## src/common/fifo_port_pkg.sv

```systemverilog
// shared constants and types for the byte-wide fifo handshake port
package fifo_port_pkg;

	// ==========================================================
	// widths and depths
	localparam int DATA_W = 8;
	localparam int BUF_DEPTH = 2;
	localparam logic [1:0] LVL_EMPTY = 2'h0;
	localparam logic [1:0] LVL_ONE = 2'h1;
	localparam logic [1:0] LVL_FULL = 2'h2;

	// ==========================================================
	// timing: system clock is 40 MHz
	localparam int SYS_PERIOD_NS = 25;
	localparam int RX_GAP_MIN_NS = 33;
	localparam int RX_GAP_MAX_NS = 67;
	localparam int TX_GAP_MIN_NS = 49;
	localparam int TX_GAP_MAX_NS = 84;
	localparam int GAP_W = 3;
	// least times round up to whole cycles
	localparam logic [GAP_W-1:0] RX_GAP_CYC =
		GAP_W'((RX_GAP_MIN_NS + SYS_PERIOD_NS - 1) / SYS_PERIOD_NS);
	localparam logic [GAP_W-1:0] TX_GAP_CYC =
		GAP_W'((TX_GAP_MIN_NS + SYS_PERIOD_NS - 1) / SYS_PERIOD_NS);
	localparam logic [GAP_W-1:0] GAP_ZERO = 3'h0;
	localparam logic [GAP_W-1:0] GAP_STEP = 3'h1;

	// ==========================================================
	// types
	typedef logic [DATA_W-1:0] byte_t;

	typedef struct packed {
		logic oe_n;
		logic rd_n;
		logic wr_n;
		byte_t data;
	} pin_in_t;

	localparam pin_in_t PIN_IDLE = '{oe_n: 1'b1, rd_n: 1'b1, wr_n: 1'b1,
		data: 8'h00};

endpackage : fifo_port_pkg

```

## src/rtl/byte_buffer.sv

```systemverilog
// two-entry byte buffer with valid/ready on both sides
`timescale 1ns/1ps
module byte_buffer
	import fifo_port_pkg::*;
(
	input wire logic i_clk_sys, // system clock
	input wire logic i_rst, // async reset, active high
	input wire logic i_ce, // clock enable
	input wire byte_t i_in_data, // fill side data
	input wire logic i_in_valid, // fill side valid
	output logic o_in_ready, // fill side ready
	output byte_t o_out_data, // drain side data
	output logic o_out_valid, // drain side valid
	input wire logic i_out_ready, // drain side ready
	output logic [1:0] o_level // entries held
);

	byte_t mem [BUF_DEPTH];
	logic wr_ptr;
	logic rd_ptr;

	wire push = i_in_valid & o_in_ready;
	wire pop = o_out_valid & i_out_ready;
	wire [1:0] next_level = o_level + {1'b0, push} - {1'b0, pop};
	wire next_rd_ptr = rd_ptr ^ pop;
	// head kept in a flop so the drain side sees no read mux
	wire byte_t next_head = (push && wr_ptr == next_rd_ptr) ? i_in_data
		: mem[next_rd_ptr];

	always_ff @(posedge i_clk_sys or posedge i_rst) begin
		if (i_rst) begin
			o_level <= LVL_EMPTY;
			wr_ptr <= 1'b0;
			rd_ptr <= 1'b0;
			o_in_ready <= 1'b1;
			o_out_valid <= 1'b0;
			o_out_data <= 8'h00;
		end else if (i_ce) begin
			o_out_data <= next_head;
			o_level <= next_level;
			wr_ptr <= wr_ptr ^ push;
			rd_ptr <= next_rd_ptr;
			// flags registered so no path runs combinationally to ports
			o_in_ready <= next_level != LVL_FULL;
			o_out_valid <= next_level != LVL_EMPTY;
		end
	end

	always_ff @(posedge i_clk_sys) begin
		if (i_ce && push) begin
			mem[wr_ptr] <= i_in_data;
		end
	end

endmodule : byte_buffer

```

## src/rtl/fifo_port.sv

```systemverilog
// byte-wide parallel fifo port, synchronous and asynchronous variants
// Operation
// - signal data available while bytes held
// - first byte on bus after turnaround
// - advance byte after each sampled read
// - drop availability when last byte consumed
// - accept byte only when space and strobe
// - accept one byte every clock with space
// - async mode transfers on strobe falling edges
// - async mode: no clock out, no turnaround
// - async read: availability gap 33 to 67 ns; code keeps the flag off 125 to 150 ns past strobe rise
// - async write: space gap 49 to 84 ns; code keeps the flag off 125 to 150 ns past strobe rise
// - sync transfers on interface clock rising edge
// - sync mode drives continuous interface clock
// - sync read and write bursts never overlap; async strobes are not interlocked
`timescale 1ns/1ps
module fifo_port
	import fifo_port_pkg::*;
(
	input wire logic i_clk_sys, // system clock, 40 MHz
	input wire logic i_rst, // async reset, active high
	input wire logic i_ce, // clock enable, freezes all state
	input wire logic i_sync_mode, // 1 = synchronous variant
	input wire logic i_oe_n, // pin: output turnaround, low active
	input wire logic i_rd_n, // pin: read strobe, low active
	input wire logic i_wr_n, // pin: write strobe, low active
	input wire byte_t i_data, // pin: data bus input
	output byte_t o_data, // pin: data bus output
	output logic o_data_oe, // pin: data bus output enable
	output logic o_rx_data_available_n, // pin: bytes to read
	output logic o_tx_space_available_n, // pin: room to write
	output logic o_interface_clock_out, // pin: interface clock
	input wire byte_t i_rx_byte, // user: byte for the host
	input wire logic i_rx_valid, // user: byte valid
	output logic o_rx_ready, // user: byte taken
	output byte_t o_tx_byte, // user: byte from the host
	output logic o_tx_valid, // user: byte valid
	input wire logic i_tx_ready // user: byte taken
);

	// ==========================================================
	// pin synchronisers
	pin_in_t pin_m;
	pin_in_t pin_s;
	logic rd_prev;
	logic wr_prev;

	always_ff @(posedge i_clk_sys or posedge i_rst) begin
		if (i_rst) begin
			pin_m <= PIN_IDLE;
			pin_s <= PIN_IDLE;
			rd_prev <= 1'b1;
			wr_prev <= 1'b1;
		end else if (i_ce) begin
			pin_m <= {i_oe_n, i_rd_n, i_wr_n, i_data};
			pin_s <= pin_m;
			rd_prev <= pin_s.rd_n;
			wr_prev <= pin_s.wr_n;
		end
	end

	wire rd_fall = rd_prev & ~pin_s.rd_n;
	wire rd_rise = ~rd_prev & pin_s.rd_n;
	wire wr_fall = wr_prev & ~pin_s.wr_n;
	wire wr_rise = ~wr_prev & pin_s.wr_n;
	// the cycle whose edge raises the interface clock
	wire clk_rise = i_sync_mode & ~o_interface_clock_out;

	// ==========================================================
	// buffers
	byte_t rx_head;
	logic rx_valid;
	logic [1:0] rx_level;
	logic tx_in_ready;
	logic [1:0] tx_level;
	logic rx_busy;
	logic tx_busy;
	logic [GAP_W-1:0] rx_gap;
	logic [GAP_W-1:0] tx_gap;

	wire sync_pop = clk_rise & ~pin_s.oe_n & ~pin_s.rd_n
		& ~o_rx_data_available_n & rx_valid;
	wire async_pop = ~i_sync_mode & rd_fall
		& ~o_rx_data_available_n & rx_valid;
	wire rx_pop = sync_pop | async_pop;
	// sync writes shut out while either side may still drive the bus
	wire sync_push = clk_rise & pin_s.oe_n & ~pin_s.wr_n & ~o_data_oe
		& ~o_tx_space_available_n & tx_in_ready;
	wire async_push = ~i_sync_mode & wr_fall
		& ~o_tx_space_available_n & tx_in_ready;
	wire tx_push = sync_push | async_push;

	byte_buffer rx_buf (
		.i_clk_sys(i_clk_sys),
		.i_rst(i_rst),
		.i_ce(i_ce),
		.i_in_data(i_rx_byte),
		.i_in_valid(i_rx_valid),
		.o_in_ready(o_rx_ready),
		.o_out_data(rx_head),
		.o_out_valid(rx_valid),
		.i_out_ready(rx_pop),
		.o_level(rx_level)
	);

	byte_buffer tx_buf (
		.i_clk_sys(i_clk_sys),
		.i_rst(i_rst),
		.i_ce(i_ce),
		.i_in_data(pin_s.data),
		.i_in_valid(tx_push),
		.o_in_ready(tx_in_ready),
		.o_out_data(o_tx_byte),
		.o_out_valid(o_tx_valid),
		.i_out_ready(i_tx_ready),
		.o_level(tx_level)
	);

	// ==========================================================
	// flag decode
	// level flags are conservative: a user-side transfer in the same cycle is ignored, only the host's own is counted
	wire next_rxf_sync_n = ~((rx_level == LVL_FULL)
		| ((rx_level == LVL_ONE) & ~sync_pop));
	wire next_txe_sync_n = ~((tx_level == LVL_EMPTY)
		| ((tx_level == LVL_ONE) & ~sync_push));
	wire next_rxf_async_n = async_pop | rx_busy | (rx_gap != GAP_ZERO)
		| ~rx_valid;
	wire next_txe_async_n = async_push | tx_busy | (tx_gap != GAP_ZERO)
		| ~tx_in_ready;
	wire [GAP_W-1:0] next_rx_gap = (rx_busy & rd_rise) ? RX_GAP_CYC
		: (rx_gap != GAP_ZERO) ? rx_gap - GAP_STEP : GAP_ZERO;
	wire [GAP_W-1:0] next_tx_gap = (tx_busy & wr_rise) ? TX_GAP_CYC
		: (tx_gap != GAP_ZERO) ? tx_gap - GAP_STEP : GAP_ZERO;
	wire next_data_oe = i_sync_mode ? ~pin_s.oe_n
		: ~pin_s.rd_n;

	// ==========================================================
	// async strobe cycle tracking
	always_ff @(posedge i_clk_sys or posedge i_rst) begin
		if (i_rst) begin
			rx_busy <= 1'b0;
			tx_busy <= 1'b0;
			rx_gap <= GAP_ZERO;
			tx_gap <= GAP_ZERO;
		end else if (i_ce) begin
			rx_busy <= async_pop | (rx_busy & ~rd_rise);
			tx_busy <= async_push | (tx_busy & ~wr_rise);
			rx_gap <= next_rx_gap;
			tx_gap <= next_tx_gap;
		end
	end

	// ==========================================================
	// pin outputs
	always_ff @(posedge i_clk_sys or posedge i_rst) begin
		if (i_rst) begin
			o_rx_data_available_n <= 1'b1;
			o_tx_space_available_n <= 1'b1;
			o_interface_clock_out <= 1'b0;
		end else if (i_ce) begin
			// divided down from the system clock, so well under 60 MHz
			o_interface_clock_out <= clk_rise;
			if (!i_sync_mode) begin
				o_rx_data_available_n <= next_rxf_async_n;
				o_tx_space_available_n <= next_txe_async_n;
			end else if (clk_rise) begin
				o_rx_data_available_n <= next_rxf_sync_n;
				o_tx_space_available_n <= next_txe_sync_n;
			end
		end
	end

	always_ff @(posedge i_clk_sys or posedge i_rst) begin
		if (i_rst) begin
			o_data <= 8'h00;
			o_data_oe <= 1'b0;
		end else if (i_ce) begin
			o_data_oe <= next_data_oe;
			if (i_sync_mode || async_pop) begin
				o_data <= rx_head;
			end
		end
	end
endmodule : fifo_port

```

## config.mk

```make
export PLATFORM = sky130hd
export DESIGN_NAME = fifo_port
export DESIGN_NICKNAME = d
export VERILOG_FILES = /design/src/common/fifo_port_pkg.sv /design/src/rtl/byte_buffer.sv /design/src/rtl/fifo_port.sv
export SDC_FILE = /design/constraint.sdc
export NUM_CORES = 1
export LEC_CHECK = 0
export BUFFER_PORTS_ARGS = -buffer_cell sky130_fd_sc_hd__buf_2
export CORE_ASPECT_RATIO = 0.5
export CORE_MARGIN = 2
export CORE_UTILIZATION = 51
export DETAILED_ROUTE_END_ITERATION = 12
export PLACE_DENSITY = 0.77
export SETUP_SLACK_MARGIN = 0.05
export SYNTH_ARGS = -nofsm -noshare
export SYNTH_HDL_FRONTEND = slang
export SYNTH_HIERARCHICAL = 1
export SYNTH_SLANG_ARGS = --single-unit
```

## constraint.sdc

```tcl
create_clock -name i_clk_sys -period 5.95 [get_ports i_clk_sys]
set_input_delay 0.595 -clock i_clk_sys [delete_from_list [all_inputs] [get_ports i_clk_sys]]
set_output_delay 0.595 -clock i_clk_sys [all_outputs]
set_load 0.02 [all_outputs]
```

# After elaboration in Yosys (flattened, before gate mapping)
# Memories as Yosys holds them, arrays and structs flattened. A register that Yosys moved wholly into a read port is not among the register bits.
# Cells that the tools add are included.
[classes]
bitwise_logic = 64
mux = 13
addsub = 6
reduce_logical = 10
eq_ne = 6
[op_table]
columns = ["cell", "n"]
rows = [
  ["AND 1 bit", 30],
  ["inverter 1 bit", 18],
  ["2-to-1 mux 3 bit", 4],
  ["bitwise OR 1 bit", 12],
  ["2-to-1 mux 1 bit", 9],
  ["nonzero test 3 bit", 2],
  ["subtractor 3 x 1 -> 3 bit (second input constant)", 2],
  ["adder 2 x 1 -> 2 bit", 2],
  ["equality test 2 x 1 -> 1 bit (second input constant)", 2],
  ["!= test 2 bit (second input constant)", 2],
  ["AND reduction 2 bit", 2],
  ["nonzero test 2 bit", 2],
  ["subtractor 2 x 1 -> 2 bit", 2],
  ["bitwise XOR 1 bit", 4],
  ["equality test 2 bit (second input constant)", 1],
  ["logical AND 1 bit", 2],
  ["zero test 2 bit", 1],
  ["!= test 2 x 1 -> 1 bit (second input constant)", 1],
  ["logical OR 1 bit", 1],
]
[totals]
out_inout_bits = 22
inputBits = 25
reg_bits = 56
memories = 2
mem_bits_rw = 32
[mem_list]
columns = ["name", "words", "width", "read_ports", "rd_ports_with_merged_regs", "wr", "line", "source"]
rows = [
  ["rx_buf.mem", 2, 8, 1, 1, 1, "byte_buffer.sv:18", "byte_t mem [BUF_DEPTH];"],
  ["tx_buf.mem", 2, 8, 1, 1, 1, "byte_buffer.sv:18", ""],
]

# Depth between registers and ports, before layout
[logic_depth]
depth_word = 13
ltp_mapped = 12
ltp_nobuf = 11

# Modules after synthesis
# Netlist, hierarchy kept.
[modules_own_cells]
columns = ["module", "n_inst", "cells_each", "seq_area_each_um2", "area_each_um2"]
rows = [
  ["byte_buffer", 2, 94, 832.0, 1340.0],
  ["fifo_port", 1, 144, 1113.6, 1871.8],
]

# Worst setup path after synthesis
# No wires, ideal clock.
[synth_path]
kind = "input-to-reg"
startpoint = "input port i_sync_mode"
endpoint = "register rx_buf.o_out_valid"
setup_ns = 0.077
setup_slack_ns = 3.572
stages = 12
arrival_ns = 2.300
t_required_ns = 5.873
path_cell_list = "buf_2 -> mux2i_1 -> nor3_1 -> and2_1 -> buf_2 -> ha_1 -> inv_1 -> ha_1 -> xor2_1 -> xor2_1 -> nor2_1 -> a21oi_1"
[synth_via]
elab_chain_len = 9
elab_cells_between_ends = 13
[synth_lines]
columns = ["item", "line", "source"]
rows = [
  ["from (decl)", "fifo_port.sv:23", "input wire logic i_sync_mode,"],
  ["AND 1 bit", "fifo_port.sv:67", "wire clk_rise = i_sync_mode & ~o_interface_clock_out;"],
  ["AND 1 bit (2 in a row)", "fifo_port.sv:81", "wire sync_pop = clk_rise & ~pin_s.oe_n & ~pin_s.rd_n"],
  ["AND 1 bit (2 in a row)", "fifo_port.sv:82", "& ~o_rx_data_available_n & rx_valid;"],
  ["bitwise OR 1 bit *", "fifo_port.sv:85", "wire rx_pop = sync_pop | async_pop;"],
  ["named net rx_pop", "fifo_port.sv:85", ""],
  ["AND 1 bit *", "byte_buffer.sv:23", "wire pop = o_out_valid & i_out_ready;"],
  ["subtractor 2 x 1 -> 2 bit *", "byte_buffer.sv:24", "wire [1:0] next_level = o_level + {1'b0, push} - {1'b0, pop};"],
  ["nonzero test 2 bit *", "byte_buffer.sv:45", "o_out_valid <= next_level != LVL_EMPTY;"],
  ["to (signal assigned)", "byte_buffer.sv:36", "o_out_valid <= 1'b0;"],
  ["to (signal assigned)", "byte_buffer.sv:45", ""],
  ["to (decl)", "byte_buffer.sv:13", "output logic o_out_valid,"],
]
# The timed path passes the listed nets; every way through them passes the cells marked *.
# A chain may end at the register's enable or synchronous reset.

# Worst setup path after layout
[layout_path]
startpoint = "register tx_buf.o_in_ready"
endpoint = "register tx_buf.o_out_valid"
[layout_via]
elab_chain_len = 6
elab_cells_between_ends = 7
[layout_lines]
columns = ["item", "line", "source"]
rows = [
  ["from (decl)", "byte_buffer.sv:11", "output logic o_in_ready,"],
  ["from (signal assigned)", "byte_buffer.sv:35", "o_in_ready <= 1'b1;"],
  ["from (signal assigned)", "byte_buffer.sv:44", "o_in_ready <= next_level != LVL_FULL;"],
  ["AND 1 bit (on tied branches)", "fifo_port.sv:88, fifo_port.sv:90", ""],
  ["bitwise OR 1 bit *", "fifo_port.sv:91", "wire tx_push = sync_push | async_push;"],
  ["named net tx_push", "fifo_port.sv:91", ""],
  ["AND 1 bit *", "byte_buffer.sv:22", "wire push = i_in_valid & o_in_ready;"],
  ["adder 2 x 1 -> 2 bit *", "byte_buffer.sv:24", ""],
  ["subtractor 2 x 1 -> 2 bit *", "byte_buffer.sv:24", ""],
  ["nonzero test 2 bit *", "byte_buffer.sv:45", ""],
  ["to (signal assigned)", "byte_buffer.sv:36", ""],
  ["to (signal assigned)", "byte_buffer.sv:45", ""],
  ["to (decl)", "byte_buffer.sv:13", ""],
]
# Marks and branches as above.

==> out/qor.yml <==
critical_path:
  crit_cells: 10
  startpoint_type: "register"
  setup.worst_path.end_class: "register"
  crit_fanout: 5
  r2r_slack_ns: 3.40
  crit_type: "reg -> reg"
  regToRegEndpoint: "tx_buf/o_out_valid"
  cp.required_ns: 6.22
  cp_top_family: "simple AND/OR/NAND/NOR gates"
  cp.buffers_inverters: 1
  crit_chain: "or3b_2, a21oi_1, nand2_1, ha_1, inv_1, ha_1, xor2_1, xor2_1, nor2_1, a21oi_1"
  arrival_ns: 2.82
  reg2regPathDepth: 10
  cpMaxStageDelayCell: "dfstp_2"
  slowest_delay_ns: 0.57
  rr_startpoint: "tx_buf/o_in_ready"
floorplanning:
  die_y_um: 70.8
  fp.dieArea_um2: 9740
  boundaryPins: 47
  dieWidth_um: 138
  num_rows: 24
  core_area_um2: 8680
  start_util_pct: 52.5
synth:
  synth_seq_area_share_pct: 61.0
  ys_warn_count: 6
  synth_seq_cells: 104
  syn_inst: 332
  syn_nets: 361
  synth_edf_count: 32
  yosys.cell_types.count: 38
  synth_area_um2: 4550
  ys.flop_type: "dfrtp_1"
  synth_area_per_cell_um2: 13.7
  async_flop_share_pct: 69.2
timing:
  fin_skew_ns: 0.0106
  period_share_pct: 42.9
  drv_slew: 0
  slew_headroom_pct: 52.6
  final_hold_viol_count: 0
  layout_min_cycle_time_ns: 2.55
  setup_tns_ns: 0
  rsz0062_at_grt: "no"
  setup_viol: 0
  worst_pin_slew_ns: 0.708
  fmax_mhz: 392
global_routing:
  grt_pass1_vias: 2762
  grt_pass1_wl_um: 13700
  grt_overflow: 0
  grt.total_usage_pct: 18.3
  grt_antenna_before_repair: 0
  grt_max_degree: 70
final_layout:
  final_nets: 409
  fin_cells: 502
  final_util_pct: 59.5
  synthToLayoutAreaGrowth_pct: 13.4
  drive_gt1_share_pct: 34.0
  n_antenna_cell: 0
  layout_commonest_cell: "dfrtp_1"
  mostFrequentLayoutCells: "60 x dfrtp_1, 46 x buf_2, 35 x mux2_2, 32 x edfxtp_1, 28 x inv_1"
clock_network:
  cts_resized: 0
  cts-htree-levels: 3
  post-cts-setup-buffer-count: 0
  worstSkewPairLatency_ns: 0.34
  cts_tree: "yes"
  root_buffer: "clkbuf_16"
  cts_buffers: 9
  postCtsHoldBufs: 0
  cts_sinks: 104
  cts_buffer_depth: 2
  path_clk_slew_ns: 0.08
power:
  pwr-share-seq_pct: 46.6
  p_comb_share_pct: 29.3
  p_int_mw: 1.52
  leakagePower_nw: 2.21
  cellPowerDensity_nw_per_um2: 442
  ir_worst_vdd_mv: 0.192
  p_clk_share_pct: 24.1
  netSwitchingPower_mw: 0.764
  switching_share_pct: 33.5
outcome:
  outcome: "complete, no violations"
place:
  place_inst: 486
  place_congestion: 0.814
  port_buffers: 46
  dp_hpwl_um: 5700
job:
  max_cap_violations: 0
hold_path:
  min_path_type: "in -> async"
detailed_routing:
  drt_iter0_markers: 122
  routed_via_density: 5.27
  wl_um: 8150
  dr_total_vias: 2644
  first_pass_iters: 4
  ant_nets: 0
  wl_per_cell_um: 16.2
  drc: 0
==> registers in the layout, indices dropped and copies added, names as in the netlist, 2 cells and up <==
name	flops
rx_buf/mem	16
pin_s	11
tx_gap	3
tx_buf/o_out_data	8
o_data	8
rx_buf/o_level	2
rx_gap	3
tx_buf/mem	16
pin_m	11
tx_buf/o_level	2
rx_buf/o_out_data	8
==> cells in the mapped netlist (3+ instances only) <==
cell type  count  area (um2)
a21oi_1        7        35.0
dfstp_2       12         315
and2_1         4        25.0
mux2i_1       18         180
o221ai_2      16         240
dfrtp_1       60        1500
nor3_1         4        20.0
buf_2          6        30.0
inv_1         29         109
a31oi_1        4        25.0
nor2_1        17        63.8
xnor2_1       10        87.6
nand2_1       11        41.3
edfxtp_1      32         961
ha_1           4        50.1
xor2_1         4        35.0
mux2_2        35         394
clkbuf_1       3        11.3
o21ai_0        8        40.0
nand2b_1      20         125
==> cells by family (layout without fill, tap and decap cells) <==
logic type,Yosys count,after routing,share of synthesized area [%]
compound gates,46,46,9.51
fa+ha+maj,4,4,1.10
buf+inv,40,93,3.79
flops,104,104,61.0
xor+xnor,16,16,3.90
mux,53,53,12.6
simple gates,69,69,8.05
==> metrics by stage <==
stage	power [mW]	area (um2)	setup WS, ns	hold WS (ns)
6_report	2.28	5160	3.40	0.302
5_1_grt	2.41	5160	3.17	0.344
4_1_cts	2.30	5160	3.38	0.320
3_5_place_dp	1.75	4880	3.22	0.477
3_3_place_gp	1.71	4880	3.37	0.475
2_1_floorplan	1.56	4550	3.57	0.460
==> worst max path at each step <==
stage                                 start                 end  slack (ns)
after floorplan                 i_sync_mode  rx_buf/o_out_valid        3.57
after global placement          i_sync_mode  tx_buf/o_out_valid        3.37
after detailed placement        i_sync_mode  tx_buf/o_out_valid        3.22
after CTS                 tx_buf/o_in_ready  tx_buf/o_out_valid        3.38
after global routing      tx_buf/o_in_ready  tx_buf/o_out_valid        3.17
final                     tx_buf/o_in_ready  tx_buf/o_out_valid        3.40
==> cell type report <==
| cell class | instances | area, um2 |
|---|---|---|
| inverter | 29 | 109 |
| timing repair buffer | 48 | 245 |
| sequential | 104 | 2780 |
| clock buffer | 10 | 229 |
| tap | 117 | 146 |
| fill | 670 | 3520 |
| multi-input combinational | 188 | 1600 |
| clock inverter | 6 | 51.3 |
==> routing by layer <==
metal / track usage [%] / wire [um]
met3: 4.23 / 264
met5: 0 / 0
met2: 29.9 / 3980
met4: 5.73 / 107
met1: 24.8 / 3800
==> power by group through the flow <==
stage	registers, mW	clock network (mW)	logic [mW]
floorplan	1.11	0	0.452
global placement	1.06	0	0.642
detailed placement	1.07	0	0.673
CTS	1.06	0.562	0.678
global route	1.09	0.591	0.736
finish	1.06	0.551	0.668
Note: power is estimated with default switching activity, not from simulation.
